<file path="config.mk">
export PLATFORM = sky130hd
export DESIGN_NAME = ichf_framer
export DESIGN_NICKNAME = d
export VERILOG_FILES = /design/src/ichf_fifo.v /design/src/ichf_ahb_regs.v /design/src/ichf_framer.v
export VERILOG_INCLUDE_DIRS = /design/src /design/src/pkg
export SDC_FILE = /design/constraint.sdc
export NUM_CORES = 1
export LEC_CHECK = 0
export BUFFER_PORTS_ARGS = -buffer_cell sky130_fd_sc_hd__buf_2
export CORE_ASPECT_RATIO = 0.8
export CORE_MARGIN = 1.5
export CORE_UTILIZATION = 51
export CTS_BUF_LIST = sky130_fd_sc_hd__clkbuf_2
export CTS_CLUSTER_DIAMETER = 80
export DETAILED_ROUTE_END_ITERATION = 10
export PLACE_DENSITY = 0.71
export SLEW_MARGIN = 10
export SYNTH_ARGS = -nofsm -noshare
export SYNTH_HDL_FRONTEND = slang
export SYNTH_SLANG_ARGS = --single-unit
</file>
<file path="constraint.sdc">
create_clock -name CLOCK -period 3.4 [get_ports CLOCK]
set_clock_uncertainty 0.1 [all_clocks]
set_input_delay 0.34 -clock CLOCK [delete_from_list [all_inputs] [get_ports CLOCK]]
set_output_delay 0.34 -clock CLOCK [all_outputs]
set_load 0.05 [all_outputs]
</file>
<file path="src/pkg/ichf_regs.vh">
// constants for the correlation header framer: offsets, field positions, reset values
`ifndef ICHF_REGS_VH
`define ICHF_REGS_VH
// header layout
`define ICHF_HDR_LEN 5'h14
`define ICHF_HDR_LAST 5'h13
`define ICHF_VERSION 3'h0
`define ICHF_MSG_TYPE 8'hFF
`define ICHF_FILL_ZERO 8'h00
`define ICHF_FILL_ONES 8'hFF
`define ICHF_B1_VER_MSB 7
`define ICHF_B1_VER_LSB 5
`define ICHF_B1_FIXED1 4
`define ICHF_B1_SPARE 3
`define ICHF_B1_ICE 2
`define ICHF_B1_DIR 1
`define ICHF_B1_FIXED0 0
// register map (byte addresses)
`define ICHF_REG_CTRL 8'h00
`define ICHF_REG_STATUS 8'h04
`define ICHF_REG_NODE_ID 8'h08
`define ICHF_REG_SEQ 8'h0C
`define ICHF_REG_COUNT 8'h10
`define ICHF_REG_DROP 8'h14
`define ICHF_CTRL_EN 0
`define ICHF_CTRL_SEQ_CLR 1
`define ICHF_CTRL_DROP_MODE 2
`define ICHF_CTRL_RESET 32'h0000_0001
`define ICHF_NODE_ID_RESET 32'h0000_0000
// fifo
`define ICHF_FIFO_WIDTH 9
`define ICHF_FIFO_DEPTH 8
`define ICHF_FIFO_AW 3
`endif

</file>
<file path="src/ichf_fifo.v">
// synchronous valid/ready fifo with parameterised width and depth
`timescale 1ns/100ps
`default_nettype none
module ichf_fifo #(
	parameter WIDTH = 9,
	parameter DEPTH = 8,
	parameter AW = 3
) (
	input wire clk,
	input wire rst,
	input wire ce,
	input wire in_valid,
	output wire in_ready,
	input wire [WIDTH-1:0] in_data,
	output wire out_valid,
	input wire out_ready,
	output wire [WIDTH-1:0] out_data
);
	reg [WIDTH-1:0] mem_q [0:DEPTH-1];
	reg [AW-1:0] wr_q;
	reg [AW-1:0] rd_q;
	reg [AW:0] cnt_q;
	wire push;
	wire pop;

	////////////////////////////////////////////////////////////////
	// honest full and empty from the occupancy count
	assign in_ready = (cnt_q != DEPTH[AW:0]);
	assign out_valid = (cnt_q != {(AW+1){1'b0}});
	assign out_data = mem_q[rd_q];
	assign push = ce & in_valid & in_ready;
	assign pop = ce & out_valid & out_ready;

	// storage has no reset; only pointers matter
	always @(posedge clk)
	begin
		if (push)
			mem_q[wr_q] <= in_data;
	end

	// pointers and count
	always @(posedge clk)
	begin
		if (rst)
		begin
			wr_q <= {AW{1'b0}};
			rd_q <= {AW{1'b0}};
			cnt_q <= {(AW+1){1'b0}};
		end
		else
		begin
			if (push)
				wr_q <= (wr_q == DEPTH[AW-1:0] - 1'b1) ? {AW{1'b0}} : wr_q + 1'b1;
			if (pop)
				rd_q <= (rd_q == DEPTH[AW-1:0] - 1'b1) ? {AW{1'b0}} : rd_q + 1'b1;
			if (push & ~pop)
				cnt_q <= cnt_q + 1'b1;
			else if (pop & ~push)
				cnt_q <= cnt_q - 1'b1;
		end
	end
endmodule // ichf_fifo
`default_nettype wire

</file>
<file path="src/ichf_ahb_regs.v">
// ahb-lite slave holding control, node identifier and status registers
`timescale 1ns/100ps
`default_nettype none
`include "ichf_regs.vh"
module ichf_ahb_regs (
	input wire clk,
	input wire rst,
	input wire ce,
	input wire hsel,
	input wire [7:0] haddr,
	input wire [1:0] htrans,
	input wire hwrite,
	input wire [2:0] hsize,
	input wire [31:0] hwdata,
	input wire hready,
	output reg [31:0] hrdata,
	output wire hreadyout,
	output wire hresp,
	output wire [31:0] ctrl,
	output wire [31:0] node_id,
	output wire seq_clr,
	input wire [31:0] status,
	input wire [15:0] seq_now,
	input wire [31:0] pkt_count,
	input wire [31:0] drop_count
);
	reg [31:0] ctrl_q;
	reg [31:0] node_id_q;
	reg wr_pend_q;
	reg [7:0] wr_addr_q;
	reg seq_clr_q;
	wire take;

	////////////////////////////////////////////////////////////////
	// zero wait states, always okay
	assign hreadyout = 1'b1;
	assign hresp = 1'b0;
	assign take = ce & hsel & hready & htrans[1];
	assign ctrl = ctrl_q;
	assign node_id = node_id_q;
	assign seq_clr = seq_clr_q;

	// address phase capture and write data phase
	always @(posedge clk)
	begin
		if (rst)
		begin
			ctrl_q <= `ICHF_CTRL_RESET;
			node_id_q <= `ICHF_NODE_ID_RESET;
			wr_pend_q <= 1'b0;
			wr_addr_q <= 8'h00;
			seq_clr_q <= 1'b0;
		end
		else if (ce)
		begin
			seq_clr_q <= 1'b0;
			if (wr_pend_q)
			begin
				// seq clear bit is a self-clearing pulse, never stored
				if (wr_addr_q == `ICHF_REG_CTRL)
				begin
					ctrl_q <= hwdata & 32'h0000_0005;
					seq_clr_q <= hwdata[`ICHF_CTRL_SEQ_CLR];
				end
				else if (wr_addr_q == `ICHF_REG_NODE_ID)
					node_id_q <= hwdata;
			end
			wr_pend_q <= take & hwrite;
			wr_addr_q <= haddr;
		end
	end

	// read data registered at address phase so it stands in the data phase
	always @(posedge clk)
	begin
		if (rst)
			hrdata <= 32'h0000_0000;
		else if (take & ~hwrite)
		begin
			case (haddr)
				`ICHF_REG_CTRL: hrdata <= ctrl_q;
				`ICHF_REG_STATUS: hrdata <= status;
				`ICHF_REG_NODE_ID: hrdata <= node_id_q;
				`ICHF_REG_SEQ: hrdata <= {16'h0000, seq_now};
				`ICHF_REG_COUNT: hrdata <= pkt_count;
				`ICHF_REG_DROP: hrdata <= drop_count;
				default: hrdata <= 32'h0000_0000;
			endcase
		end
	end
endmodule // ichf_ahb_regs
`default_nettype wire

</file>
<file path="src/ichf_framer.v">
// correlation header framer: prefixes each intercepted packet that is not dropped with a 20-octet header
// Functional notes
// [RL1] the version field in bits 8..6 of octet 1 carries zero.
// [RL2] octet 1 bit 5 is one, spare bit 4 is one and bit 1 is zero in every header.
// [RL3] the direction bit is one for uplink packets from the user and zero for downlink.
// [RL4] octet 2 always carries the message type 255.
// [RL5] octets 3-4 carry the payload length in octets, excluding the header, msb first.
// [RL6] octets 5-6 carry a sequence number that increases per packet, msb first.
// [RL7] octets 7 and 8 carry zero.
// [RL8] octets 9 to 12 each carry 255.
// [RL9] octets 13-20 carry the correlation number: node identifier then 4-octet billing tag.
// [RL10] the element type bit is zero for gateway node capture and one for serving node capture.
// [RL11] each header is followed by exactly one payload element.
// [RL12] the payload element is the complete intercepted packet, header and payload.
// [RL13] every framed packet is handed to the transport output for udp or tcp delivery.
// [RL14] in udp mode the framer never waits on or retries for the far end; packets may be lost. Here a fifo full at packet start drops; later it stalls.
// [RL15] the monitoring facility orders stored packets by sequence number and correlates by number.
// [RL16] the monitoring facility must not assume contiguous numbering across a handoff.
//
// The implementer's own choices: the address map and the AHB-Lite register port.
`timescale 1ns/100ps
`default_nettype none
`include "ichf_regs.vh"
module ichf_framer (
	input wire CLOCK,
	input wire RST,
	input wire CE,
	// ahb-lite slave
	input wire HSEL,
	input wire [7:0] HADDR,
	input wire [1:0] HTRANS,
	input wire HWRITE,
	input wire [2:0] HSIZE,
	input wire [31:0] HWDATA,
	input wire HREADY,
	output wire [31:0] HRDATA,
	output wire HREADYOUT,
	output wire HRESP,
	// packet metadata, taken when the first payload octet is first offered in idle, before that octet is accepted
	input wire META_UPLINK,
	input wire META_SERVING_NODE,
	input wire [15:0] META_LENGTH,
	input wire [31:0] META_BILLING_TAG,
	// intercepted packet octets
	input wire IN_VALID,
	output wire IN_READY,
	input wire [7:0] IN_DATA,
	input wire IN_LAST,
	// framed stream to the transport
	output wire OUT_VALID,
	input wire OUT_READY,
	output wire [7:0] OUT_DATA,
	output wire OUT_LAST,
	output wire BUSY
);
	localparam ST_IDLE = 2'h0;
	localparam ST_HDR = 2'h1;
	localparam ST_PAY = 2'h2;

	reg [1:0] state_q;
	reg [1:0] state_d;
	reg [4:0] idx_q;
	reg [15:0] seq_q;
	reg [7:0] b1_q;
	reg [15:0] len_q;
	reg [31:0] tag_q;
	reg [31:0] pkt_count_q;
	reg [31:0] drop_count_q;
	reg [7:0] hdr_byte;
	reg [8:0] f_data;
	reg f_valid;
	reg drop_q;
	wire f_ready;
	wire [8:0] o_data;
	wire o_valid;
	wire [31:0] ctrl;
	wire [31:0] node_id;
	wire seq_clr;
	wire enable;
	wire drop_mode;
	wire start;
	wire hdr_step;
	wire pay_step;
	wire [31:0] status;

	////////////////////////////////////////////////////////////////
	// register slave
	ichf_ahb_regs u_regs (
		.clk(CLOCK),
		.rst(RST),
		.ce(CE),
		.hsel(HSEL),
		.haddr(HADDR),
		.htrans(HTRANS),
		.hwrite(HWRITE),
		.hsize(HSIZE),
		.hwdata(HWDATA),
		.hready(HREADY),
		.hrdata(HRDATA),
		.hreadyout(HREADYOUT),
		.hresp(HRESP),
		.ctrl(ctrl),
		.node_id(node_id),
		.seq_clr(seq_clr),
		.status(status),
		.seq_now(seq_q),
		.pkt_count(pkt_count_q),
		.drop_count(drop_count_q)
	);

	assign enable = ctrl[`ICHF_CTRL_EN];
	assign drop_mode = ctrl[`ICHF_CTRL_DROP_MODE];
	assign status = {29'h0000_0000, ~o_valid, state_q};
	assign BUSY = (state_q != ST_IDLE);

	////////////////////////////////////////////////////////////////
	// first octet and field capture; metadata latched once per packet
	assign start = CE & enable & (state_q == ST_IDLE) & IN_VALID;
	assign hdr_step = CE & (state_q == ST_HDR) & (f_ready | drop_q);
	assign pay_step = CE & (state_q == ST_PAY) & IN_VALID & (f_ready | drop_q);

	always @(posedge CLOCK)
	begin
		if (RST)
		begin
			b1_q <= 8'h00;
			len_q <= 16'h0000;
			tag_q <= 32'h0000_0000;
			drop_q <= 1'b0;
		end
		else if (start)
		begin
			b1_q[`ICHF_B1_VER_MSB:`ICHF_B1_VER_LSB] <= `ICHF_VERSION; // [RL1]
			b1_q[`ICHF_B1_FIXED1] <= 1'b1; // [RL2]
			b1_q[`ICHF_B1_SPARE] <= 1'b1; // [RL2]
			b1_q[`ICHF_B1_ICE] <= META_SERVING_NODE; // [RL10]
			b1_q[`ICHF_B1_DIR] <= META_UPLINK; // [RL3]
			b1_q[`ICHF_B1_FIXED0] <= 1'b0; // [RL2]
			len_q <= META_LENGTH; // [RL5]
			tag_q <= META_BILLING_TAG; // [RL9]
			// udp mode: a fifo full at packet start drops the whole packet rather than stalling
			drop_q <= drop_mode & ~f_ready; // [RL14]
		end
	end

	////////////////////////////////////////////////////////////////
	// header octet selection by index
	always @*
	begin
		case (idx_q)
			5'h00: hdr_byte = b1_q;
			5'h01: hdr_byte = `ICHF_MSG_TYPE; // [RL4]
			5'h02: hdr_byte = len_q[15:8]; // [RL5]
			5'h03: hdr_byte = len_q[7:0]; // [RL5]
			5'h04: hdr_byte = seq_q[15:8]; // [RL6]
			5'h05: hdr_byte = seq_q[7:0]; // [RL6]
			5'h06: hdr_byte = `ICHF_FILL_ZERO; // [RL7]
			5'h07: hdr_byte = `ICHF_FILL_ZERO; // [RL7]
			5'h08: hdr_byte = `ICHF_FILL_ONES; // [RL8]
			5'h09: hdr_byte = `ICHF_FILL_ONES; // [RL8]
			5'h0A: hdr_byte = `ICHF_FILL_ONES; // [RL8]
			5'h0B: hdr_byte = `ICHF_FILL_ONES; // [RL8]
			5'h0C: hdr_byte = node_id[31:24]; // [RL9]
			5'h0D: hdr_byte = node_id[23:16]; // [RL9]
			5'h0E: hdr_byte = node_id[15:8]; // [RL9]
			5'h0F: hdr_byte = node_id[7:0]; // [RL9]
			5'h10: hdr_byte = tag_q[31:24]; // [RL9]
			5'h11: hdr_byte = tag_q[23:16]; // [RL9]
			5'h12: hdr_byte = tag_q[15:8]; // [RL9]
			5'h13: hdr_byte = tag_q[7:0]; // [RL9]
			default: hdr_byte = 8'h00;
		endcase
	end

	////////////////////////////////////////////////////////////////
	// sequencer: idle, header, then one payload ending at in_last
	always @*
	begin
		state_d = state_q;
		case (state_q)
			ST_IDLE:
			begin
				if (start)
					state_d = ST_HDR;
			end
			ST_HDR:
			begin
				if (hdr_step & (idx_q == `ICHF_HDR_LAST))
					state_d = ST_PAY;
			end
			ST_PAY:
			begin
				// one payload element per header, back to idle on its last octet
				if (pay_step & IN_LAST)
					state_d = ST_IDLE; // [RL11]
			end
			default: state_d = ST_IDLE;
		endcase
	end

	always @(posedge CLOCK)
	begin
		if (RST)
		begin
			state_q <= ST_IDLE;
			idx_q <= 5'h00;
		end
		else if (CE)
		begin
			state_q <= state_d;
			if (start)
				idx_q <= 5'h00;
			else if (hdr_step)
				idx_q <= idx_q + 5'h01;
		end
	end

	////////////////////////////////////////////////////////////////
	// sequence number and counters; a software clear as a sent packet completes gives 1, and is lost if that packet is dropped
	always @(posedge CLOCK)
	begin
		if (RST)
		begin
			seq_q <= 16'h0000;
			pkt_count_q <= 32'h0000_0000;
			drop_count_q <= 32'h0000_0000;
		end
		else if (CE)
		begin
			if (pay_step & IN_LAST)
			begin
				if (drop_q)
					drop_count_q <= drop_count_q + 32'h0000_0001;
				else
				begin
					seq_q <= seq_clr ? 16'h0001 : seq_q + 16'h0001; // [RL6]
					pkt_count_q <= pkt_count_q + 32'h0000_0001;
				end
			end
			else if (seq_clr)
				seq_q <= 16'h0000;
		end
	end

	////////////////////////////////////////////////////////////////
	// fifo feed: header octets then the packet copied octet for octet
	always @*
	begin
		f_valid = 1'b0;
		f_data = {1'b0, hdr_byte};
		if (state_q == ST_HDR)
			f_valid = ~drop_q;
		else if (state_q == ST_PAY)
		begin
			f_valid = IN_VALID & ~drop_q;
			f_data = {IN_LAST, IN_DATA}; // [RL12]
		end
	end

	// tcp mode stalls the source; udp drop discards without waiting
	assign IN_READY = CE & (state_q == ST_PAY) & (f_ready | drop_q); // [RL14]

	ichf_fifo #(
		.WIDTH(`ICHF_FIFO_WIDTH),
		.DEPTH(`ICHF_FIFO_DEPTH),
		.AW(`ICHF_FIFO_AW)
	) u_fifo (
		.clk(CLOCK),
		.rst(RST),
		.ce(CE),
		.in_valid(f_valid),
		.in_ready(f_ready),
		.in_data(f_data),
		.out_valid(o_valid),
		.out_ready(OUT_READY),
		.out_data(o_data)
	);

	// framed packets leave toward the transport
	assign OUT_VALID = o_valid; // [RL13]
	assign OUT_DATA = o_data[7:0];
	assign OUT_LAST = o_data[8];
endmodule // ichf_framer
`default_nettype wire

</file>
# Word-level counts from Yosys, hierarchy flattened
# Memories as Yosys holds them, arrays and structs flattened. A register that Yosys moved wholly into a read port is not among the register bits.
# Index checks and enable logic that the tools add are counted.
[op_classes]
div_mod_pow = 0
addsub = 8
n_eq_ne = 32
multipliers = 0
muxes = 26
reduce_logical = 17
n_shift = 0
n_lt_le_gt_ge = 0
n_bitwise = 32
[op_table]
columns = ["op", "count"]
rows = [
  ["32-bit case mux with 6 select lines", 1],
  ["8-bit case mux with 14 select lines", 1],
  ["32-bit by 1-bit adder with 32-bit output (second input constant)", 2],
  ["16-bit 2-to-1 mux", 4],
  ["5-bit by 4-bit == test with 1-bit output (second input constant)", 8],
  ["1-bit AND", 24],
  ["8-bit by 4-bit == test with 1-bit output (second input constant)", 3],
  ["5-bit == test (second input constant)", 4],
  ["9-bit 2-to-1 mux", 2],
  ["16-bit by 1-bit adder with 16-bit output (second input constant)", 1],
  ["8-bit by 5-bit == test with 1-bit output (second input constant)", 2],
  ["8-bit zero test", 2],
  ["3-bit 2-to-1 mux", 4],
  ["3-bit AND reduction", 4],
  ["5-bit by 2-bit == test with 1-bit output (second input constant)", 2],
  ["5-bit by 3-bit == test with 1-bit output (second input constant)", 2],
  ["5-bit 2-to-1 mux", 2],
  ["8-bit by 3-bit == test with 1-bit output (second input constant)", 1],
  ["4-bit 2-to-1 mux", 2],
  ["4-bit AND reduction", 2],
  ["2-bit nonzero test", 4],
  ["1-bit NOT", 7],
  ["3-bit by 1-bit adder with 3-bit output (second input constant)", 2],
  ["3-bit == test (second input constant)", 2],
  ["other kinds (18)", 27],
]
[word_totals]
memories = 1
latchBits = 0
ram_bits = 72
wordCells = 134
ff_bits = 225
input_bits = 112
out_inout_bits = 46
mem_bits_ro = 0
[mem_list]
columns = ["name", "depth", "word_bits", "read_ports", "rd_ports_with_merged_regs", "wr", "line", "source"]
rows = [
  ["u_fifo.mem_q", 8, 9, 1, 1, 1, "ichf_fifo.v:19", "reg [WIDTH-1:0] mem_q [0:DEPTH-1];"],
]

# Depth between registers and ports, before layout
[depth]
ltp_word = 10
depth_mapped = 12
ltp_nobuf = 10

# Cells and area by module
# From an unflattened synthesis, not the netlist that was laid out.
[unflattened]
cells_unflattened = 1524
hier_area_um2 = 14386.3
[modules_own_cells]
columns = ["mod", "instances", "area_per_inst_um2", "cells_per_inst", "seq_area_each_um2"]
rows = [
  ["ichf_framer", 1, 6926.6, 885, 2782.7],
  ["ichf_ahb_regs", 1, 4041.4, 460, 1521.5],
  ["ichf_fifo", 1, 3418.3, 179, 2422.3],
]

# Worst setup path after synthesis
# OpenSTA, ideal clock, no wires.
[synth_path]
path_type = "register to register"
startpoint = "register u_fifo.cnt_q[0]"
endpoint = "register u_fifo.cnt_q[3]"
path_stages_with_launch = 12
t_arrival_ns = 3.016
slack_ns = 0.163
n_path_buf = 1
required_time_ns = 3.179
path_cell_list = "dfxtp_1 or4_1 and3_1 clkbuf_1 inv_1 ha_1 inv_1 ha_1 a21o_1 a21oi_1 mux2i_1 mux2_2"
[synth_between]
elab_chain_cells = 6
elab_cells_between_ends = 14
cone_classes = "add/sub (2); eq/ne (1); mux (2); bitwise (7); reduce/logical (2)"
[synth_rtl]
columns = ["item", "line", "source"]
rows = [
  ["start: declaration", "ichf_fifo.v:22", "reg [AW:0] cnt_q;"],
  ["start signal: assignment", "ichf_fifo.v:48", "cnt_q <= {(AW+1){1'b0}};"],
  ["start signal: assignment", "ichf_fifo.v:57", "cnt_q <= cnt_q + 1'b1;"],
  ["start signal: assignment", "ichf_fifo.v:59", "cnt_q <= cnt_q - 1'b1;"],
  ["4-bit nonzero test *", "ichf_fifo.v:29", "assign out_valid = (cnt_q != {(AW+1){1'b0}});"],
  ["named net OUT_VALID", "ichf_framer.v:50", "output wire OUT_VALID,"],
  ["1-bit AND * (2 in series)", "ichf_fifo.v:32", "assign pop = ce & out_valid & out_ready;"],
  ["1-bit NOT", "ichf_fifo.v:56", "if (push & ~pop)"],
  ["1-bit AND", "ichf_fifo.v:56", ""],
  ["4-bit 2-to-1 mux / 2-bit nonzero test (equally long branches)", "-", ""],
]
# The timed path passes the listed nets; every way through them passes the cells marked *. The select of a mux whose other input is x is not followed.
# A chain may end at the register's enable or synchronous reset.

==> results.md <==
* Number of global-route vias before repair at 12300
* Core Util, Final at 63.0%
* Final Hold Vio Count at 0
* Clock tree buffer depth at 3
* Syn Std Cell Area at ~0.014 sq mm
* Die Width at 189 microns
* DR iter-0 viols at 1376
* CTS Buf Count at 73
* Synth unique cells at 76
* Via density at 6.05
* Crit path cell chain: mux4_2 > mux2_2 > buf_2
* Psw at 2.17 mW
* Synthesized area per cell at 9.82 sq um
* GR Util All Layers at 29.0%
* Cell area after placement at 0.0153 sq mm
* Total iterations of the first detailed-routing run at 5
* Place WS at between 0.3 and 0.4 ns
* Part of the power in registers at roughly 52%
* Starting Density at 52.0%
* Clock power share at 33.1%
* Via Count at 13000
* YS warnings at 0
* Crit Path Class: reg2out
* Period utilization at 92.8%
* Reg2reg start: u_fifo.cnt_q[0]
* WP data required at roughly 3 ns
* PostCTS Resize Cnt at 0
* Largest net degree at the start of global routing at 137
* Die ar. at 0.0288 sq mm
* CTS tree: built
* Area growth, synth to finish at 21.2%
* Final Worst Setup Slack at 0.245 ns
* Number of remaining DRC errors at 0
* CP top delay family: flip-flops
* Cells after synthesis at 1444
* Setup Viol. Count Final at 0
* Crit path to: OUT_DATA[1]
* Multi-input logic area at just under 0.007 sq mm
* Setup repair bufs after CTS at 0
* Layout cells sized above 1 at 21.2%
* # clock sinks at 300
* Crit path time final at 3.15 ns
* Yosys reg bits at 300
* Max Slew Vio Count at 0
* Fill cell count at 2294
* Sw Share at 29.4%
* Internal power at 5.19 mW
* Design Area, Final at 0.0172 sq mm
* Wirelength per Cell at 19.8 microns
* Cell count of the worst reg-to-reg path at 10
* Main flop type after synthesis: dfxtp_1
* GRT Residual Overflow at 0
* Flop2flop setup slack at between 0.3 and 0.4 ns
* Nets at 1855
* Non-Filler Instances at 2140
* CP Depth at 3
* ANT nets after route at 0
* Reg-to-reg endpoint: u_fifo.cnt_q[3]
* CP arrival at between 2 and 3 ns
* Ys async rst share at 0%
* Site row count at 54
* PortBufs at 151
* CP max stage delay at 0.90 ns
* GP Congestion at 0.935
* Highest attainable clock frequency at 0.317 GHz
* Slowest-stage cell, CP: dfxtp_1
* Total negative setup slack at 0 ns
* Clock Tree Root: clkbuf_2
* Initial antenna violation count at 1
* CP Capture Type: output port
* Final hold slack at 0.0592 ns
* Core Area at 0.0273 sq mm
* Post-synth EDFFs at a little over 70
* RSZ-0062 raised after global routing: no
* Worst-path clk slew at 0.10 ns
* Top-level I/O count at around 160
* Peak supply drop at 0.000342 V
* Overall power at 7.36 mW
* Skew-Pair Late Insertion Delay at approximately 0.90 ns
* Slew @ Worst Pin at 1.15 ns
* Die H at 152 microns
* Hold Path Class: in2reg
* PD cells at 428 mW/mm^2
* CP Buf/Inv Count at 1
* Max_cap viols at 0
* # placed instances at 1896
* Post-Syn Nets at 1572
* Worst Setup Start Kind: register
* Sequential-to-total area share from yosys stat at 47.4%
* Routed Wire Length at approximately 42000 microns
* Leakage Power at ~6.6 nW
* Global-route wire length before repair at ~66000 microns
* Worst-path fanout max at 18
* WHS Path Cells at 3
* Slew Limit Headroom at 22.6%
* Status: complete, no violations
* Reg area at between 0.006 and 0.007 sq mm
* Htree depth at 3
* Comb power frac at 15.0%
* Dpl hpwl at ~28000 microns
-- metal layers --
metal | part of all wire (%) | wire length, microns | track usage, % | vias up
li1 | - | - | - | 6047
met1 | 44 | 18700 | 40.5 | 6295
met2 | 46 | 19600 | 45.2 | 531
met3 | 7.0 | 2980 | 5.44 | 83
met4 | 2.3 | 991 | 10.0 | 0
met5 | 0 | 0 | 0 | -
-- power by group through the flow --
stage | Clock, mW | Sequential [mW] | Combinational (mW)
after global placement | 0 | 3.89 | 0.971
after floorplan | 0 | 3.87 | 0.732
final | 2.43 | 3.82 | 1.10
after global routing | 2.66 | 3.83 | 1.19
after detailed placement | 0 | 3.90 | 0.989
after CTS | 2.47 | 3.82 | 1.09
-- registers in the layout, summed over array words and instances (netlist names), 8 cells and up, named ones only --
register,count
u_fifo.mem_q,72
tag_q,32
drop_count_q,32
pkt_count_q,32
u_regs.wr_addr_q,8
u_regs.node_id,32
u_regs.hrdata,32
len_q,16
seq_q,16
-- repair_timing --
item,in CTS,in global routing
hold buffers,120,0
setup endpoints to repair,0,0
hold endpoints to repair,173,0
-- tightest hold or removal path, delay by kind of cell --
family	cells	cell delay, ns
buf+inv	1	0.12
simple gates	1	0.05
compound gates	1	0.28
-- cell type report --
type,instances,share of cell area (%)
Multi-Input combinational cell,1009,40.3
Sequential cell,300,39.1
Timing Repair Buffer,316,13.5
Clock buffer,105,3.06
Tap cell,364,2.65
Clock inverter,18,0.808
Inverter,27,0.590
Antenna cell,1,0.0146
-- worst min-delay path by stage --
stage	startpoint	endpoint	slack, ns
finish	IN_DATA[4]	u_fifo.mem_q[7][4]	0.06
floorplan	len_q[15]	len_q[15]	0.33
global route	IN_DATA[4]	u_fifo.mem_q[4][4]	0.04
CTS	IN_DATA[3]	u_fifo.mem_q[7][3]	0.02
global placement	b1_q[2]	b1_q[2]	0.34
detailed placement	len_q[0]	len_q[0]	0.35
-- cells by family (layout without fill, tap and decap cells) --
group	after synthesis	in the layout	synth area share (%)
XOR/XNOR	15	15	0.926
AND/OR/NAND/NOR	505	505	19.2
multiplexers	125	125	10.7
AO/OA/AOI/OAI	346	346	16.4
adder cells (fa/ha/maj)	16	16	1.46
buffers and inverters	135	466	3.84
flip-flops	300	300	47.4
other	2	3	0.0529
-- cell usage in the layout (no fill, tap or decap), types with 19 or more instances in the layout --
cell	count
nor2_1	98
buf_2	150
o31ai_1	25
edfxtp_1	72
clkbuf_2	105
mux4_2	19
buf_4	44
o22ai_1	34
nand2_1	140
dfxtp_1	228
dlygate4sd3_1	120
a22o_1	25
mux2i_1	84
a22oi_1	54
mux2_2	22
or3_1	25
nand3_1	33
or4_1	27
inv_1	27
a21oi_1	115
nand4_1	35
o21ai_0	25
-- cell usage after synthesis, drive strengths merged (26+ instances only) --
cell type	n	area share, %
a22oi	54	2.9
o22ai	34	1.5
dfxtp	228	32
edfxtp	72	15
nand3	33	1.2
clkbuf	74	2.0
inv	27	0.71
a21oi	117	4.2
nor2	98	2.6
or4	28	1.5
nand2	140	3.7
nand4	35	1.5
buf	34	1.2
o21ai	26	0.92
mux2i	84	5.9
Note: power is estimated with default switching activity, not from simulation.
